--- src/logic/pmc_pkg.sv ---
// Shared constants, register map and types of the macrocell output logic.
package pmc_pkg;

  // Register byte offsets on the AXI4-Lite slave.
  localparam logic [7:0] REG_CTRL_OFS = 8'h00;
  localparam logic [7:0] REG_CELL_CFG_OFS = 8'h04;
  localparam logic [7:0] REG_PRELOAD_OFS = 8'h08;
  localparam logic [7:0] REG_STATUS_OFS = 8'h0C;
  localparam logic [7:0] REG_SIG_LO_OFS = 8'h10;
  localparam logic [7:0] REG_SIG_HI_OFS = 8'h14;

  // Field positions in the control register.
  localparam int CTRL_MODE_LSB = 0;
  localparam int CTRL_FUSE_BIT = 8;

  // Field positions in the preload register.
  localparam int PRELOAD_MASK_LSB = 0;
  localparam int PRELOAD_VAL_LSB = 8;

  // Field positions in the status register.
  localparam int STAT_Q_LSB = 0;
  localparam int STAT_POR_BIT = 8;
  localparam int STAT_SEC_BIT = 9;
  localparam int STAT_REFUSED_BIT = 10;

  // Reset values.
  localparam logic [1:0] MODE_RST = 2'h0;
  localparam logic [15:0] CELL_CFG_RST = 16'h0000;
  localparam logic [7:0] CELL_Q_RST = 8'h00;

  // AXI response codes.
  localparam logic [1:0] RESP_OKAY = 2'h0;
  localparam logic [1:0] RESP_SLVERR = 2'h2;

  // Timing: power-up reset interval and system clock period.
  localparam int POWER_UP_RESET_TIME_NS = 1000;
  localparam int CLK_PERIOD_NS = 25;
  // Longest time, so it rounds down to whole cycles.
  localparam int POWER_UP_RESET_CYC = POWER_UP_RESET_TIME_NS / CLK_PERIOD_NS;

  // Global operating mode of the device.
  typedef enum logic [1:0] {
    MODE_REGISTERED,
    MODE_COMPLEX,
    MODE_SIMPLE,
    MODE_UNUSED
  } pmc_mode_t;

  // Per-macrocell output_macrocell_config kind.
  typedef enum logic [1:0] {
    CELL_REG,
    CELL_COMB_IO,
    CELL_COMB_OUT,
    CELL_INPUT
  } pmc_cell_t;

  // Eight-wide pin group seen from the board: level and external drive.
  typedef struct packed {
    logic [7:0] ext_en;
    logic [7:0] lvl;
  } pmc_pins_t;

  // Drive of the eight macrocell pins: value and output enable.
  typedef struct packed {
    logic [7:0] oe;
    logic [7:0] val;
  } pmc_drive_t;

endpackage

--- src/logic/pmc_macrocells.sv ---
// Eight configurable output macrocells with mode routing and an AXI4-Lite
// register slave.
//
// Contract
// - Power-up reset clears all registers low.
// - Software preloads each register high or low.
// - Secured device refuses verify and preload.
// - Sixty-four signature bits always readable, writable.
// - Undriven pins read high to array.
// - Eight macrocells, four configurable kinds each.
// - Three global modes: registered, complex, simple.
// - Registered mode: dedicated pins are clock, enable.
// - Complex mode: dedicated pins use outer feedback.
// - Simple mode: adjacent feedback, inner cells output.
// - Registered cell: shared clock, enable, eight terms.
// - Combinatorial cell: one enable term, seven summed.
// - Input cell keeps its driver disabled.
// - Complex mode: outer cells output only.
// - Simple mode: eight terms, inner always enabled.
//
// Added by the designer: the AXI4-Lite slave port and the address map.
`timescale 1ns/1ps
module pmc_macrocells #(
  parameter int NCELL = 8,
  parameter int AW = 8
) (
  // System clock and asynchronous power-up reset.
  input wire logic clk_sys,
  input wire logic arst_n,
  // AXI4-Lite write address channel.
  input wire logic [AW-1:0] s_axi_awaddr,
  input wire logic s_axi_awvalid,
  output logic s_axi_awready,
  // AXI4-Lite write data channel.
  input wire logic [31:0] s_axi_wdata,
  input wire logic [3:0] s_axi_wstrb,
  input wire logic s_axi_wvalid,
  output logic s_axi_wready,
  // AXI4-Lite write response channel.
  output logic [1:0] s_axi_bresp,
  output logic s_axi_bvalid,
  input wire logic s_axi_bready,
  // AXI4-Lite read address channel.
  input wire logic [AW-1:0] s_axi_araddr,
  input wire logic s_axi_arvalid,
  output logic s_axi_arready,
  // AXI4-Lite read data channel.
  output logic [31:0] s_axi_rdata,
  output logic [1:0] s_axi_rresp,
  output logic s_axi_rvalid,
  input wire logic s_axi_rready,
  // Dedicated clock pin and active-low enable pin, with external drive.
  input wire logic clk_pin_in,
  input wire logic clk_pin_ext_en,
  input wire logic oe_n_pin_in,
  input wire logic oe_n_pin_ext_en,
  // Macrocell pins: board side level and drive, device side drive.
  input wire pmc_pkg::pmc_pins_t io_pins,
  output pmc_pkg::pmc_drive_t io_drive,
  // Logic array: product terms in, term 0 is the enable term of combinatorial outputs; registered-mode register cells and simple mode sum it.
  input wire logic [8*NCELL-1:0] array_pt,
  // Logic array: feedback and dedicated-pin inputs out.
  output logic [NCELL-1:0] array_fb,
  output logic array_clk_pin,
  output logic array_oe_pin
);

  // Two-flop synchronisers for every pin input; stage one feeds stage two only.
  localparam int NSYNC = 2 * NCELL + 4;
  logic [NSYNC-1:0] sync1_r;
  logic [NSYNC-1:0] sync2_r;
  wire [NSYNC-1:0] sync_in = {io_pins.ext_en, io_pins.lvl, clk_pin_ext_en,
                              clk_pin_in, oe_n_pin_ext_en, oe_n_pin_in};

  always_ff @(posedge clk_sys or negedge arst_n) begin
    if (!arst_n) begin
      sync1_r <= '0;
      sync2_r <= '0;
    end else begin
      sync1_r <= sync_in;
      sync2_r <= sync1_r;
    end
  end

  // Pin levels as the array sees them; an undriven pin floats high.
  wire oe_n_lvl = sync2_r[1] ? sync2_r[0] : 1'b1;
  wire clk_lvl = sync2_r[3] ? sync2_r[2] : 1'b1;
  wire [NCELL-1:0] io_lvl_s = sync2_r[4 +: NCELL];
  wire [NCELL-1:0] io_ext_s = sync2_r[4 + NCELL +: NCELL];
  logic [NCELL-1:0] pin_lvl;

  // Control and status state.
  logic [1:0] mode_r;
  logic fuse_r;
  logic [2*NCELL-1:0] cfg_r;
  logic [NCELL-1:0] q_r;
  logic [NCELL-1:0] q_nxt;
  logic refused_r;
  logic clk_prev_r;
  logic [5:0] por_cnt_r;
  wire por_busy = por_cnt_r != 6'(pmc_pkg::POWER_UP_RESET_CYC);
  wire pmc_pkg::pmc_mode_t mode = pmc_pkg::pmc_mode_t'(mode_r);
  wire is_reg = mode == pmc_pkg::MODE_REGISTERED;
  wire is_cpx = mode == pmc_pkg::MODE_COMPLEX;

  // Clock pin rise, ignored until the power-up interval has run out.
  wire clk_rise = clk_lvl && !clk_prev_r && !por_busy;

  // Power-up interval counter; the clock pin is ignored while it runs.
  always_ff @(posedge clk_sys or negedge arst_n) begin
    if (!arst_n) begin
      por_cnt_r <= '0;
      clk_prev_r <= 1'b1; // Matches the pulled-up idle clock pin.
    end else begin
      if (por_busy) begin
        por_cnt_r <= por_cnt_r + 6'h01;
      end
      clk_prev_r <= clk_lvl;
    end
  end

  // Dedicated pins reach the array only outside registered mode.
  assign array_clk_pin = is_reg ? 1'b0 : clk_lvl;
  assign array_oe_pin = is_reg ? 1'b0 : oe_n_lvl;

  // Per-cell output, enable and feedback selection.
  logic [NCELL-1:0] out_c;
  logic [NCELL-1:0] oe_c;
  logic [NCELL-1:0] fb_c;
  logic [NCELL-1:0] d_c;

  genvar g;
  generate
    for (g = 0; g < NCELL; g++) begin : g_cell
      wire [7:0] pt = array_pt[8*g +: 8];
      wire sum8 = |pt;
      wire sum7 = |pt[7:1];
      wire pte = pt[0];
      wire pmc_pkg::pmc_cell_t kind = pmc_pkg::pmc_cell_t'(cfg_r[2*g +: 2]);
      wire outer = (g == 0) || (g == NCELL - 1);
      wire inner = (g == NCELL/2 - 1) || (g == NCELL/2);
      // Simple-mode feedback comes from the neighbour toward the centre.
      localparam int ADJ = (g < NCELL/2) ? g + 1 : g - 1;
      // Complex mode hands the outer feedback to the dedicated pins.
      wire cpx_outer_fb = (g == NCELL - 1) ? clk_lvl : oe_n_lvl;

      // Pin level seen back: board drive, own drive, else pull-up.
      assign pin_lvl[g] = io_ext_s[g] ? io_lvl_s[g] :
                          (io_drive.oe[g] ? io_drive.val[g] : 1'b1);
      // Register input: eight summed terms.
      assign d_c[g] = sum8;

      always_comb begin
        out_c[g] = 1'b0;
        oe_c[g] = 1'b0;
        fb_c[g] = 1'b0;
        case (mode)
          pmc_pkg::MODE_REGISTERED: begin
            if (kind == pmc_pkg::CELL_REG) begin
              // Shared enable pin, pin shows inverted register.
              out_c[g] = ~q_r[g];
              oe_c[g] = ~oe_n_lvl;
              fb_c[g] = q_r[g];
            end else if (kind == pmc_pkg::CELL_INPUT) begin
              oe_c[g] = 1'b0;
              fb_c[g] = pin_lvl[g];
            end else begin
              out_c[g] = sum7;
              oe_c[g] = pte;
              fb_c[g] = (kind == pmc_pkg::CELL_COMB_IO) ? pin_lvl[g] : 1'b0;
            end
          end
          pmc_pkg::MODE_COMPLEX: begin
            if (outer) begin
              // Outer cells are outputs; their feedback carries a pin.
              out_c[g] = sum7;
              oe_c[g] = pte;
              fb_c[g] = cpx_outer_fb;
            end else if (kind == pmc_pkg::CELL_INPUT) begin
              oe_c[g] = 1'b0;
              fb_c[g] = pin_lvl[g];
            end else begin
              out_c[g] = sum7;
              oe_c[g] = pte;
              fb_c[g] = pin_lvl[g];
            end
          end
          pmc_pkg::MODE_SIMPLE: begin
            out_c[g] = sum8;
            if (inner) begin
              // Inner cells always drive and feed nothing back.
              oe_c[g] = 1'b1;
              fb_c[g] = 1'b0;
            end else begin
              oe_c[g] = kind != pmc_pkg::CELL_INPUT;
              fb_c[g] = pin_lvl[ADJ];
            end
          end
          default: begin
            out_c[g] = 1'b0;
            oe_c[g] = 1'b0;
            fb_c[g] = 1'b0;
          end
        endcase
      end
    end
  endgenerate

  // Register-bus handshakes and address decode.
  logic aw_got_r;
  logic w_got_r;
  logic [AW-1:0] awaddr_r;
  logic [31:0] wdata_r;
  logic rd_pend_r;
  logic [AW-1:0] araddr_r;
  assign s_axi_awready = !aw_got_r && !s_axi_bvalid;
  assign s_axi_wready = !w_got_r && !s_axi_bvalid;
  assign s_axi_arready = !rd_pend_r && !s_axi_rvalid;
  wire aw_hs = s_axi_awvalid && s_axi_awready;
  wire w_hs = s_axi_wvalid && s_axi_wready;
  wire ar_hs = s_axi_arvalid && s_axi_arready;
  wire wr_go = aw_got_r && w_got_r && !s_axi_bvalid;

  wire wa_ctrl = awaddr_r == pmc_pkg::REG_CTRL_OFS;
  wire wa_cfg = awaddr_r == pmc_pkg::REG_CELL_CFG_OFS;
  wire wa_pre = awaddr_r == pmc_pkg::REG_PRELOAD_OFS;
  wire wa_stat = awaddr_r == pmc_pkg::REG_STATUS_OFS;
  wire wa_siglo = awaddr_r == pmc_pkg::REG_SIG_LO_OFS;
  wire wa_sighi = awaddr_r == pmc_pkg::REG_SIG_HI_OFS;
  wire wa_hit = wa_ctrl | wa_cfg | wa_pre | wa_stat | wa_siglo | wa_sighi;
  wire [3:0] wstrb_r_lo;

  // Preload request: refused once the security fuse is set.
  wire pre_req = wr_go && wa_pre;
  wire pre_ok = pre_req && !fuse_r;
  wire [NCELL-1:0] pre_mask = wdata_r[pmc_pkg::PRELOAD_MASK_LSB +: NCELL];
  wire [NCELL-1:0] pre_val = wdata_r[pmc_pkg::PRELOAD_VAL_LSB +: NCELL];
  wire refused_clr = wr_go && wa_stat && wdata_r[pmc_pkg::STAT_REFUSED_BIT];

  // Next register state: preload wins over a clock rise on the same cell.
  generate
    for (g = 0; g < NCELL; g++) begin : g_q
      wire kreg = cfg_r[2*g +: 2] == pmc_pkg::CELL_REG;
      assign q_nxt[g] = (pre_ok && pre_mask[g]) ? pre_val[g] :
                        (is_reg && kreg && clk_rise) ? d_c[g] :
                        q_r[g];
    end
  endgenerate

  // Byte-enable capture of write data; only control and configuration writes keep unselected bytes.
  logic [3:0] wstrb_r;
  assign wstrb_r_lo = wstrb_r;

  // Write channel capture and write response.
  always_ff @(posedge clk_sys or negedge arst_n) begin
    if (!arst_n) begin
      aw_got_r <= 1'b0;
      w_got_r <= 1'b0;
      awaddr_r <= '0;
      wdata_r <= '0;
      wstrb_r <= '0;
      s_axi_bvalid <= 1'b0;
      s_axi_bresp <= pmc_pkg::RESP_OKAY;
    end else begin
      if (aw_hs) begin
        aw_got_r <= 1'b1;
        awaddr_r <= s_axi_awaddr;
      end
      if (w_hs) begin
        w_got_r <= 1'b1;
        wdata_r <= s_axi_wdata;
        wstrb_r <= s_axi_wstrb;
      end
      if (wr_go) begin
        aw_got_r <= 1'b0;
        w_got_r <= 1'b0;
        s_axi_bvalid <= 1'b1;
        s_axi_bresp <= wa_hit ? pmc_pkg::RESP_OKAY : pmc_pkg::RESP_SLVERR;
      end else if (s_axi_bready) begin
        s_axi_bvalid <= 1'b0;
      end
    end
  end

  // Control, configuration, macrocell registers and refusal flag.
  always_ff @(posedge clk_sys or negedge arst_n) begin
    if (!arst_n) begin
      mode_r <= pmc_pkg::MODE_RST;
      fuse_r <= 1'b0;
      cfg_r <= pmc_pkg::CELL_CFG_RST;
      q_r <= pmc_pkg::CELL_Q_RST;
      refused_r <= 1'b0;
    end else begin
      q_r <= q_nxt;
      if (wr_go && wa_ctrl && wstrb_r_lo[0]) begin
        mode_r <= wdata_r[pmc_pkg::CTRL_MODE_LSB +: 2];
      end
      // The fuse only ever sets; reset alone clears it.
      if (wr_go && wa_ctrl && wstrb_r_lo[1] &&
          wdata_r[pmc_pkg::CTRL_FUSE_BIT]) begin
        fuse_r <= 1'b1;
      end
      if (wr_go && wa_cfg && wstrb_r_lo[0]) begin
        cfg_r[7:0] <= wdata_r[7:0];
      end
      if (wr_go && wa_cfg && wstrb_r_lo[1]) begin
        cfg_r[15:8] <= wdata_r[15:8];
      end
      // A new refusal wins over a clear in the same cycle.
      if (pre_req && fuse_r) begin
        refused_r <= 1'b1;
      end else if (refused_clr) begin
        refused_r <= 1'b0;
      end
    end
  end

  // Signature words stay writable and readable regardless of the fuse.
  logic [31:0] sig_rd;
  wire sig_wr = wr_go && (wa_siglo || wa_sighi);
  wire ra_sig = s_axi_araddr == pmc_pkg::REG_SIG_HI_OFS;

  pmc_sig_mem #(
    .WORDS(2),
    .WIDTH(32)
  ) u_sig (
    .clk_sys(clk_sys),
    .arst_n(arst_n),
    .wr_en(sig_wr),
    .wr_addr(wa_sighi),
    .wr_data(wdata_r),
    .rd_addr(ra_sig),
    .rd_data(sig_rd)
  );

  // Read decode; configuration readback is blanked once secured.
  wire [31:0] stat_word = {21'h0, refused_r, fuse_r, por_busy, q_r};
  wire [31:0] cfg_word = fuse_r ? 32'h0 : {16'h0, cfg_r};
  wire [31:0] ctrl_word = {23'h0, fuse_r, 6'h0, mode_r};
  wire ra_ctrl = araddr_r == pmc_pkg::REG_CTRL_OFS;
  wire ra_cfg = araddr_r == pmc_pkg::REG_CELL_CFG_OFS;
  wire ra_pre = araddr_r == pmc_pkg::REG_PRELOAD_OFS;
  wire ra_stat = araddr_r == pmc_pkg::REG_STATUS_OFS;
  wire ra_any_sig = (araddr_r == pmc_pkg::REG_SIG_LO_OFS) ||
                    (araddr_r == pmc_pkg::REG_SIG_HI_OFS);
  wire ra_hit = ra_ctrl | ra_cfg | ra_pre | ra_stat | ra_any_sig;
  wire [31:0] rd_mux = ra_ctrl ? ctrl_word :
                       ra_cfg ? cfg_word :
                       ra_stat ? stat_word :
                       ra_any_sig ? sig_rd : 32'h0;

  // Read channel: address taken, data answered one cycle later.
  always_ff @(posedge clk_sys or negedge arst_n) begin
    if (!arst_n) begin
      rd_pend_r <= 1'b0;
      araddr_r <= '0;
      s_axi_rvalid <= 1'b0;
      s_axi_rdata <= 32'h0;
      s_axi_rresp <= pmc_pkg::RESP_OKAY;
    end else begin
      if (ar_hs) begin
        rd_pend_r <= 1'b1;
        araddr_r <= s_axi_araddr;
      end
      if (rd_pend_r) begin
        rd_pend_r <= 1'b0;
        s_axi_rvalid <= 1'b1;
        s_axi_rdata <= rd_mux;
        s_axi_rresp <= ra_hit ? pmc_pkg::RESP_OKAY : pmc_pkg::RESP_SLVERR;
      end else if (s_axi_rready) begin
        s_axi_rvalid <= 1'b0;
      end
    end
  end

  // Pin drive and array feedback leave through flip-flops.
  always_ff @(posedge clk_sys or negedge arst_n) begin
    if (!arst_n) begin
      io_drive <= '0;
      array_fb <= '0;
    end else begin
      io_drive.val <= out_c;
      io_drive.oe <= oe_c;
      array_fb <= fb_c;
    end
  end

endmodule

--- src/logic/pmc_sig_mem.sv ---
// Two-word user signature store with a registered read port.
`timescale 1ns/1ps
module pmc_sig_mem #(
  parameter int WORDS = 2,
  parameter int WIDTH = 32
) (
  // Clock and reset.
  input wire logic clk_sys,
  input wire logic arst_n,
  // Write port.
  input wire logic wr_en,
  input wire logic [$clog2(WORDS)-1:0] wr_addr,
  input wire logic [WIDTH-1:0] wr_data,
  // Read port.
  input wire logic [$clog2(WORDS)-1:0] rd_addr,
  output logic [WIDTH-1:0] rd_data
);

  // Storage words, cleared at reset.
  logic [WIDTH-1:0] mem_r [WORDS];

  // Writes store a word; the read word is registered every cycle.
  always_ff @(posedge clk_sys or negedge arst_n) begin
    if (!arst_n) begin
      for (int i = 0; i < WORDS; i++) begin
        mem_r[i] <= '0;
      end
      rd_data <= '0;
    end else begin
      if (wr_en) begin
        mem_r[wr_addr] <= wr_data;
      end
      rd_data <= mem_r[rd_addr];
    end
  end

endmodule

--- config.mk ---
export PLATFORM = sky130hd
export DESIGN_NAME = pmc_macrocells
export DESIGN_NICKNAME = d
export VERILOG_FILES = /design/src/logic/pmc_pkg.sv /design/src/logic/pmc_macrocells.sv /design/src/logic/pmc_sig_mem.sv
export SDC_FILE = /design/constraint.sdc
export NUM_CORES = 1
export LEC_CHECK = 0
export ABC_AREA = 1
export BUFFER_PORTS_ARGS = -buffer_cell sky130_fd_sc_hd__buf_4
export CORE_MARGIN = 8
export CORE_UTILIZATION = 30
export DETAILED_ROUTE_END_ITERATION = 7
export PLACE_DENSITY_LB_ADDON = 0.25
export SLEW_MARGIN = 20
export SYNTH_ARGS = -nofsm -noshare
export SYNTH_HDL_FRONTEND = slang
export SYNTH_SLANG_ARGS = --single-unit
--- constraint.sdc ---
create_clock -name clk_sys -period 3 [get_ports clk_sys]
set_input_delay 0.6 -clock clk_sys [delete_from_list [all_inputs] [get_ports clk_sys]]
set_output_delay 0.6 -clock clk_sys [all_outputs]
set_load 0.02 [all_outputs]
**Word-level counts from Yosys, hierarchy flattened**

Index checks and enable logic that the tools add are counted.

- Bits in registers: 286
- Input bits: 143
- Output and inout bits: 67

- Add/subtract/negate cells: 1
- Order comparisons: 3
- Eq/ne operators: 36
- Mux-type cells: 141
- Bitwise logic cells: 20
- Reductions and logical operators: 98

Operator list:

| kind | count |
|---|---|
| 2-to-1 mux 32 bit | 8 |
| 2-to-1 mux 1 bit | 104 |
| case mux 1 bit (3 select lines) | 22 |
| bitwise mux 64 bit | 1 |
| OR reduction 8 bit | 8 |
| OR reduction 7 bit | 8 |
| logical AND 1 bit | 48 |
| equality test 8 x 5 -> 1 bit (second input constant) | 5 |
| demux 32 bit (select 1 bit) | 1 |
| equality test 8 x 4 -> 1 bit (second input constant) | 4 |
| nonzero test 2 bit | 13 |
| equality test 2 x 1 -> 1 bit (second input constant) | 9 |
| equality test 2 bit (second input constant) | 9 |
| zero test 2 bit | 9 |
| equality test 8 x 3 -> 1 bit (second input constant) | 2 |
| zero test 8 bit | 2 |
| 2-to-1 mux 16 bit | 1 |
| != test 2 bit (second input constant) | 6 |
| inverter 1 bit | 9 |
| OR 1 bit | 9 |
| zero test 1 bit | 8 |
| adder 6 x 1 -> 6 bit (second input constant) | 1 |
| != test 6 bit (second input constant) | 1 |
| >= comparator 2 bit (second input constant) | 2 |
| other kinds (5) | 9 |

**Longest topological paths before layout**

- Word-level depth: 7
- Mapped depth: 12

**Cells and area by module**

A second synthesis with hierarchy kept.

- Cells, all modules: 1382
- Area, all modules: 12380.6 µm²

By module, submodules not included:

| module | instances | cells each | area an instance (µm²) | sequential area each (µm²) |
|---|---|---|---|---|
| pmc_macrocells | 1 | 968 | 8594.5 | 4705.8 |
| pmc_sig_mem | 1 | 414 | 3786.1 | 2402.3 |

**Worst setup path before layout**

Ideal clock, no wire load.

- Path kind: reg2out
- From: reg mode_r[1] (netlist: mode[1])
- To: out array_clk_pin
- Data arrival time: 1.087 ns
- Required time: 2.400 ns
- Slack: 1.313 ns
- Cell stages (with the launch flop): 5
- Buffers on the path: 2
- Cells stage by stage: dfrtp_1 > buf_6 > nor2_4 > clkbuf_1 > nor2_1

- Cells in the longest elaborated chain, start to end: 2

RTL lines:

| element | RTL line | source |
|---|---|---|
| from (decl) | pmc_macrocells.sv:93 | `logic [1:0] mode_r;` |
| from (signal assigned) | pmc_macrocells.sv:288 | `mode_r <= pmc_pkg::MODE_RST;` |
| from (signal assigned) | pmc_macrocells.sv:296 | `mode_r <= wdata_r[pmc_pkg::CTRL_MODE_LSB +: 2];` |
| zero test 2 bit | pmc_macrocells.sv:103 | `wire is_reg = mode == pmc_pkg::MODE_REGISTERED;` |
| 2-to-1 mux 1 bit | pmc_macrocells.sv:123 | `assign array_clk_pin = is_reg ? 1'b0 : clk_lvl;` |
| to (decl) | pmc_macrocells.sv:64 | `output logic array_clk_pin,` |

Every way passes these cells.

**Worst setup path after layout**

- From: reg mode_r[0] (netlist: mode[0])
- To: out array_clk_pin

The elaborated chain is that of the path after synthesis.

==> impl_metrics.tcl <==
set metrics [dict create \
    detailedPlacementHpwl_mm 25.46 \
    grt_pass1_vias 9583 \
    finClkSkew_ns 0.03469 \
    cts.sinks 284 \
    postSynthAreaPerCell_um2 9.116 \
    tritoncts "built" \
    worst_hold_path.num_cells 1 \
    placementRows 74 \
    synthesis.yosys.warnings 0 \
    synth_edf_count 0 \
    worst_margin_slew_ns 0.9726 \
    grt_max_degree 81 \
    start_util_pct 30.23 \
    library_cells_used_by_synthesis 44 \
    clk_latency_ns 0.55 \
    synth.cell_area_um2 12260 \
    maximum_clock_frequency_mhz 416.3 \
    power.density_nw_per_um2 736.5 \
    area_share_of_the_largest_cell_type_after_synthesis_pct 57.76 \
    finalWorstSetupSlack_ns 0.5978 \
    clock_tree.buffer_depth 3 \
    ctsRootBufferMaster "sky130_fd_sc_hd__clkbuf_16" \
    grt_pass1_wl_mm 55.43 \
    maximum_fanout_count_along_the_critical_path 26 \
    drt_first_pass_iters 5 \
    wl_mm 34.89 \
    io_pins 210 \
    outcome "finished clean" \
    globalplace.congestion 0.8273 \
    placeable_core_region_um2 40550 \
    fin_setup_tns_ns 0 \
    dominantRegCellSynth "sky130_fd_sc_hd__dfrtp_1" \
    die_ht_um 218.2 \
    finalPower_mw 11.42 \
    drt-initial-drc-count 699 \
    hold_viol_final 0 \
    cts-buffers-inserted 34 \
    worst_slew_margin_rel_pct 35.16 \
    rsz0062_at_grt "false" \
    via_per_inst 4.602 \
    via_count 9701 \
    clk_transition_reported_paths_ns 0.06 \
    critical_path_required_ns 2.40 \
    die-width_um 218.2 \
    post_cts.repair.setup_buffers 0 \
    post-route-drc-count 0 \
    placed_cells_incl_taps 2045 \
    r2r.worst_path.cells 4 \
    leakage_nw 7.723 \
    worstSetupEndpointType "output pin" \
    synth_sequential_area_ratio_pct 57.98 \
    avgRoutedWirePerCell_um 16.55 \
    io_buffers 205 \
    area_growth_pct 26.43 \
    worst-endpoint-arrival_ns 1.80 \
    max-vdd-ir-drop_mv 0.4362 \
    setup-violations-final 0 \
    remaining_overflow_grt 0 \
    antenna_left 0 \
    yosys-top-cells-area "sky130_fd_sc_hd__dfrtp_1 (58%), sky130_fd_sc_hd__nand2_1 (11%), sky130_fd_sc_hd__nand3_1 (5.1%)" \
    n_antenna_cell 0 \
    layout_worst_path_cycle_share_pct 80.07 \
    worstHoldPathType "in -> reg" \
    post_cts_resized 0 \
    drive_gt1_share_pct 23.92 \
    design.final.nets 1695 \
    synth_async_sr_flop_share_pct 100.0 \
    whs_ns 0.1554 \
    antenna_found_initial 0 \
    syn-instance-count 1345 \
    finalMaxSlewViolations 0 \
    max-cap-violations 0 \
    placement.setup.worst_slack_ns 0.7291 \
    cts_max_level 2 \
    post-synth-top-area-cell "sky130_fd_sc_hd__dfrtp_1" \
    postSynthRegisterBits 284 \
    critical_path_class "reg -> out" \
    worstSetupStartpointType "flip-flop" \
    stdcell_count 2108 \
    layout_min_cycle_time_ns 2.402 \
    die-area_um2 47590 \
    globalRouteTotalUtil_pct 14.74 \
]
-- final timing paths --
check                                         endpoint  slack [ns]               startpoint
max                                      array_clk_pin        0.60      mode[0]$_DFFE_PN0P_
min                               sync1_r[2]$_DFF_PN0_        0.16               clk_pin_in
max reg2reg                u_sig.mem_r[54]$_DFFE_PN0P_        0.72  awaddr_r[5]$_DFFE_PN0P_
min reg2reg                      sync2_r[19]$_DFF_PN0_        0.34    sync1_r[19]$_DFF_PN0_
max in group asynchronous  s_axi_rdata[21]$_DFFE_PN0P_        1.54                   arst_n
min in group asynchronous         sync1_r[0]$_DFF_PN0_        0.60                   arst_n
-- sequential cells by signal, summed over array words and instances (netlist names), 2 cells and up --
signal         flops
cfg_r             16
q_r                8
sync2_r           20
mode               2
por_cnt_r          6
araddr_r           8
wdata_r           32
io_drive          16
u_sig.rd_data     32
awaddr_r           8
s_axi_rdata       32
wstrb_r            2
u_sig.mem_r       64
array_fb           8
sync1_r           20
-- layer usage --
layer  global-route usage (%)  wire length, um  vias to the layer above
met2                    22.91            16000                      250
met1                    20.49            16040                     4626
li1                         -                -                     4771
met4                    4.948              833                        0
met3                    2.710             2021                       54
met5                        0                0                        -
-- synth_stat cells (all sizes together) (2+ instances only) --
cell	number
o211ai	4
o221ai	2
buf	38
clkbuf	15
nor2	125
nor3	2
clkinv	3
o21ai	152
nand3	128
nand4	10
a22oi	2
a21oi	57
or2	11
xor2	4
nand2	375
ha	2
nor3b	2
nor4	3
inv	101
and2	6
mux2	5
nand3b	7
dfrtp	283
-- final cells by class --
cell class              instances  area, um2
inverters                     104      392.9
clock inverters                10      126.4
fillers                      4089      25050
multi-input cells             905       4429
flip-flops and latches        284       7108
clock buffers                  52       1060
repair buffers                221       1719
well taps                     532      665.6
-- stage by stage --
step	area, um2	util (%)
finish	15500	38.22
global route	15500	38.22
CTS	15500	38.22
floorplan	12260	-
global placement	14310	35.27
detailed placement	14310	35.27
-- placed cells by master, fill, tap and decap left out, drive strengths merged, types with 3 or more instances in the layout --
cell type	instances
nand2	375
dfrtp	283
buf	220
o21ai	152
nand3	128
nor2	125
inv	101
a21oi	57
clkbuf	52
or2	11
clkinv	11
nand4	10
nand3b	7
and2	6
mux2	5
o211ai	4
xor2	4
nor4	3
-- cell families after synthesis --
logic type,count (synthesis),synth area share (%)
AO/OA/AOI/OAI,222,11.14
AND/OR/NAND/NOR,669,23.81
adder cells (fa/ha/maj),2,0.2041
XOR/XNOR,5,0.3572
multiplexers,5,0.4592
flip-flops,284,57.98
buffers and inverters,157,6.021
other,1,0.03059
-- critical path: stages, from the launching register on --
cell and delay [ns]:
sky130_fd_sc_hd__dfrtp_1 0.49, sky130_fd_sc_hd__nor2_4 0.20, sky130_fd_sc_hd__buf_4 0.31, sky130_fd_sc_hd__nor2_1 0.09
sky130_fd_sc_hd__buf_4 0.16
-- timing repair --
action,in CTS,in global routing
hold buffers,1,0
endpoints found under the setup margin,0,0
hold endpoints to repair,2,0
-- report_power, final --
| part | leakage, nW | internal, mW | switching (mW) | total, mW |
|---|---|---|---|---|
| registers | 3.63 | 4.45 | 0.403 | 4.86 |
| logic | 3.50 | 0.790 | 1.51 | 2.30 |
| clock network | 0.589 | 2.62 | 1.64 | 4.26 |
| total | 7.72 | 7.86 | 3.55 | 11.4 |
Power figures use the tool's default switching activity.
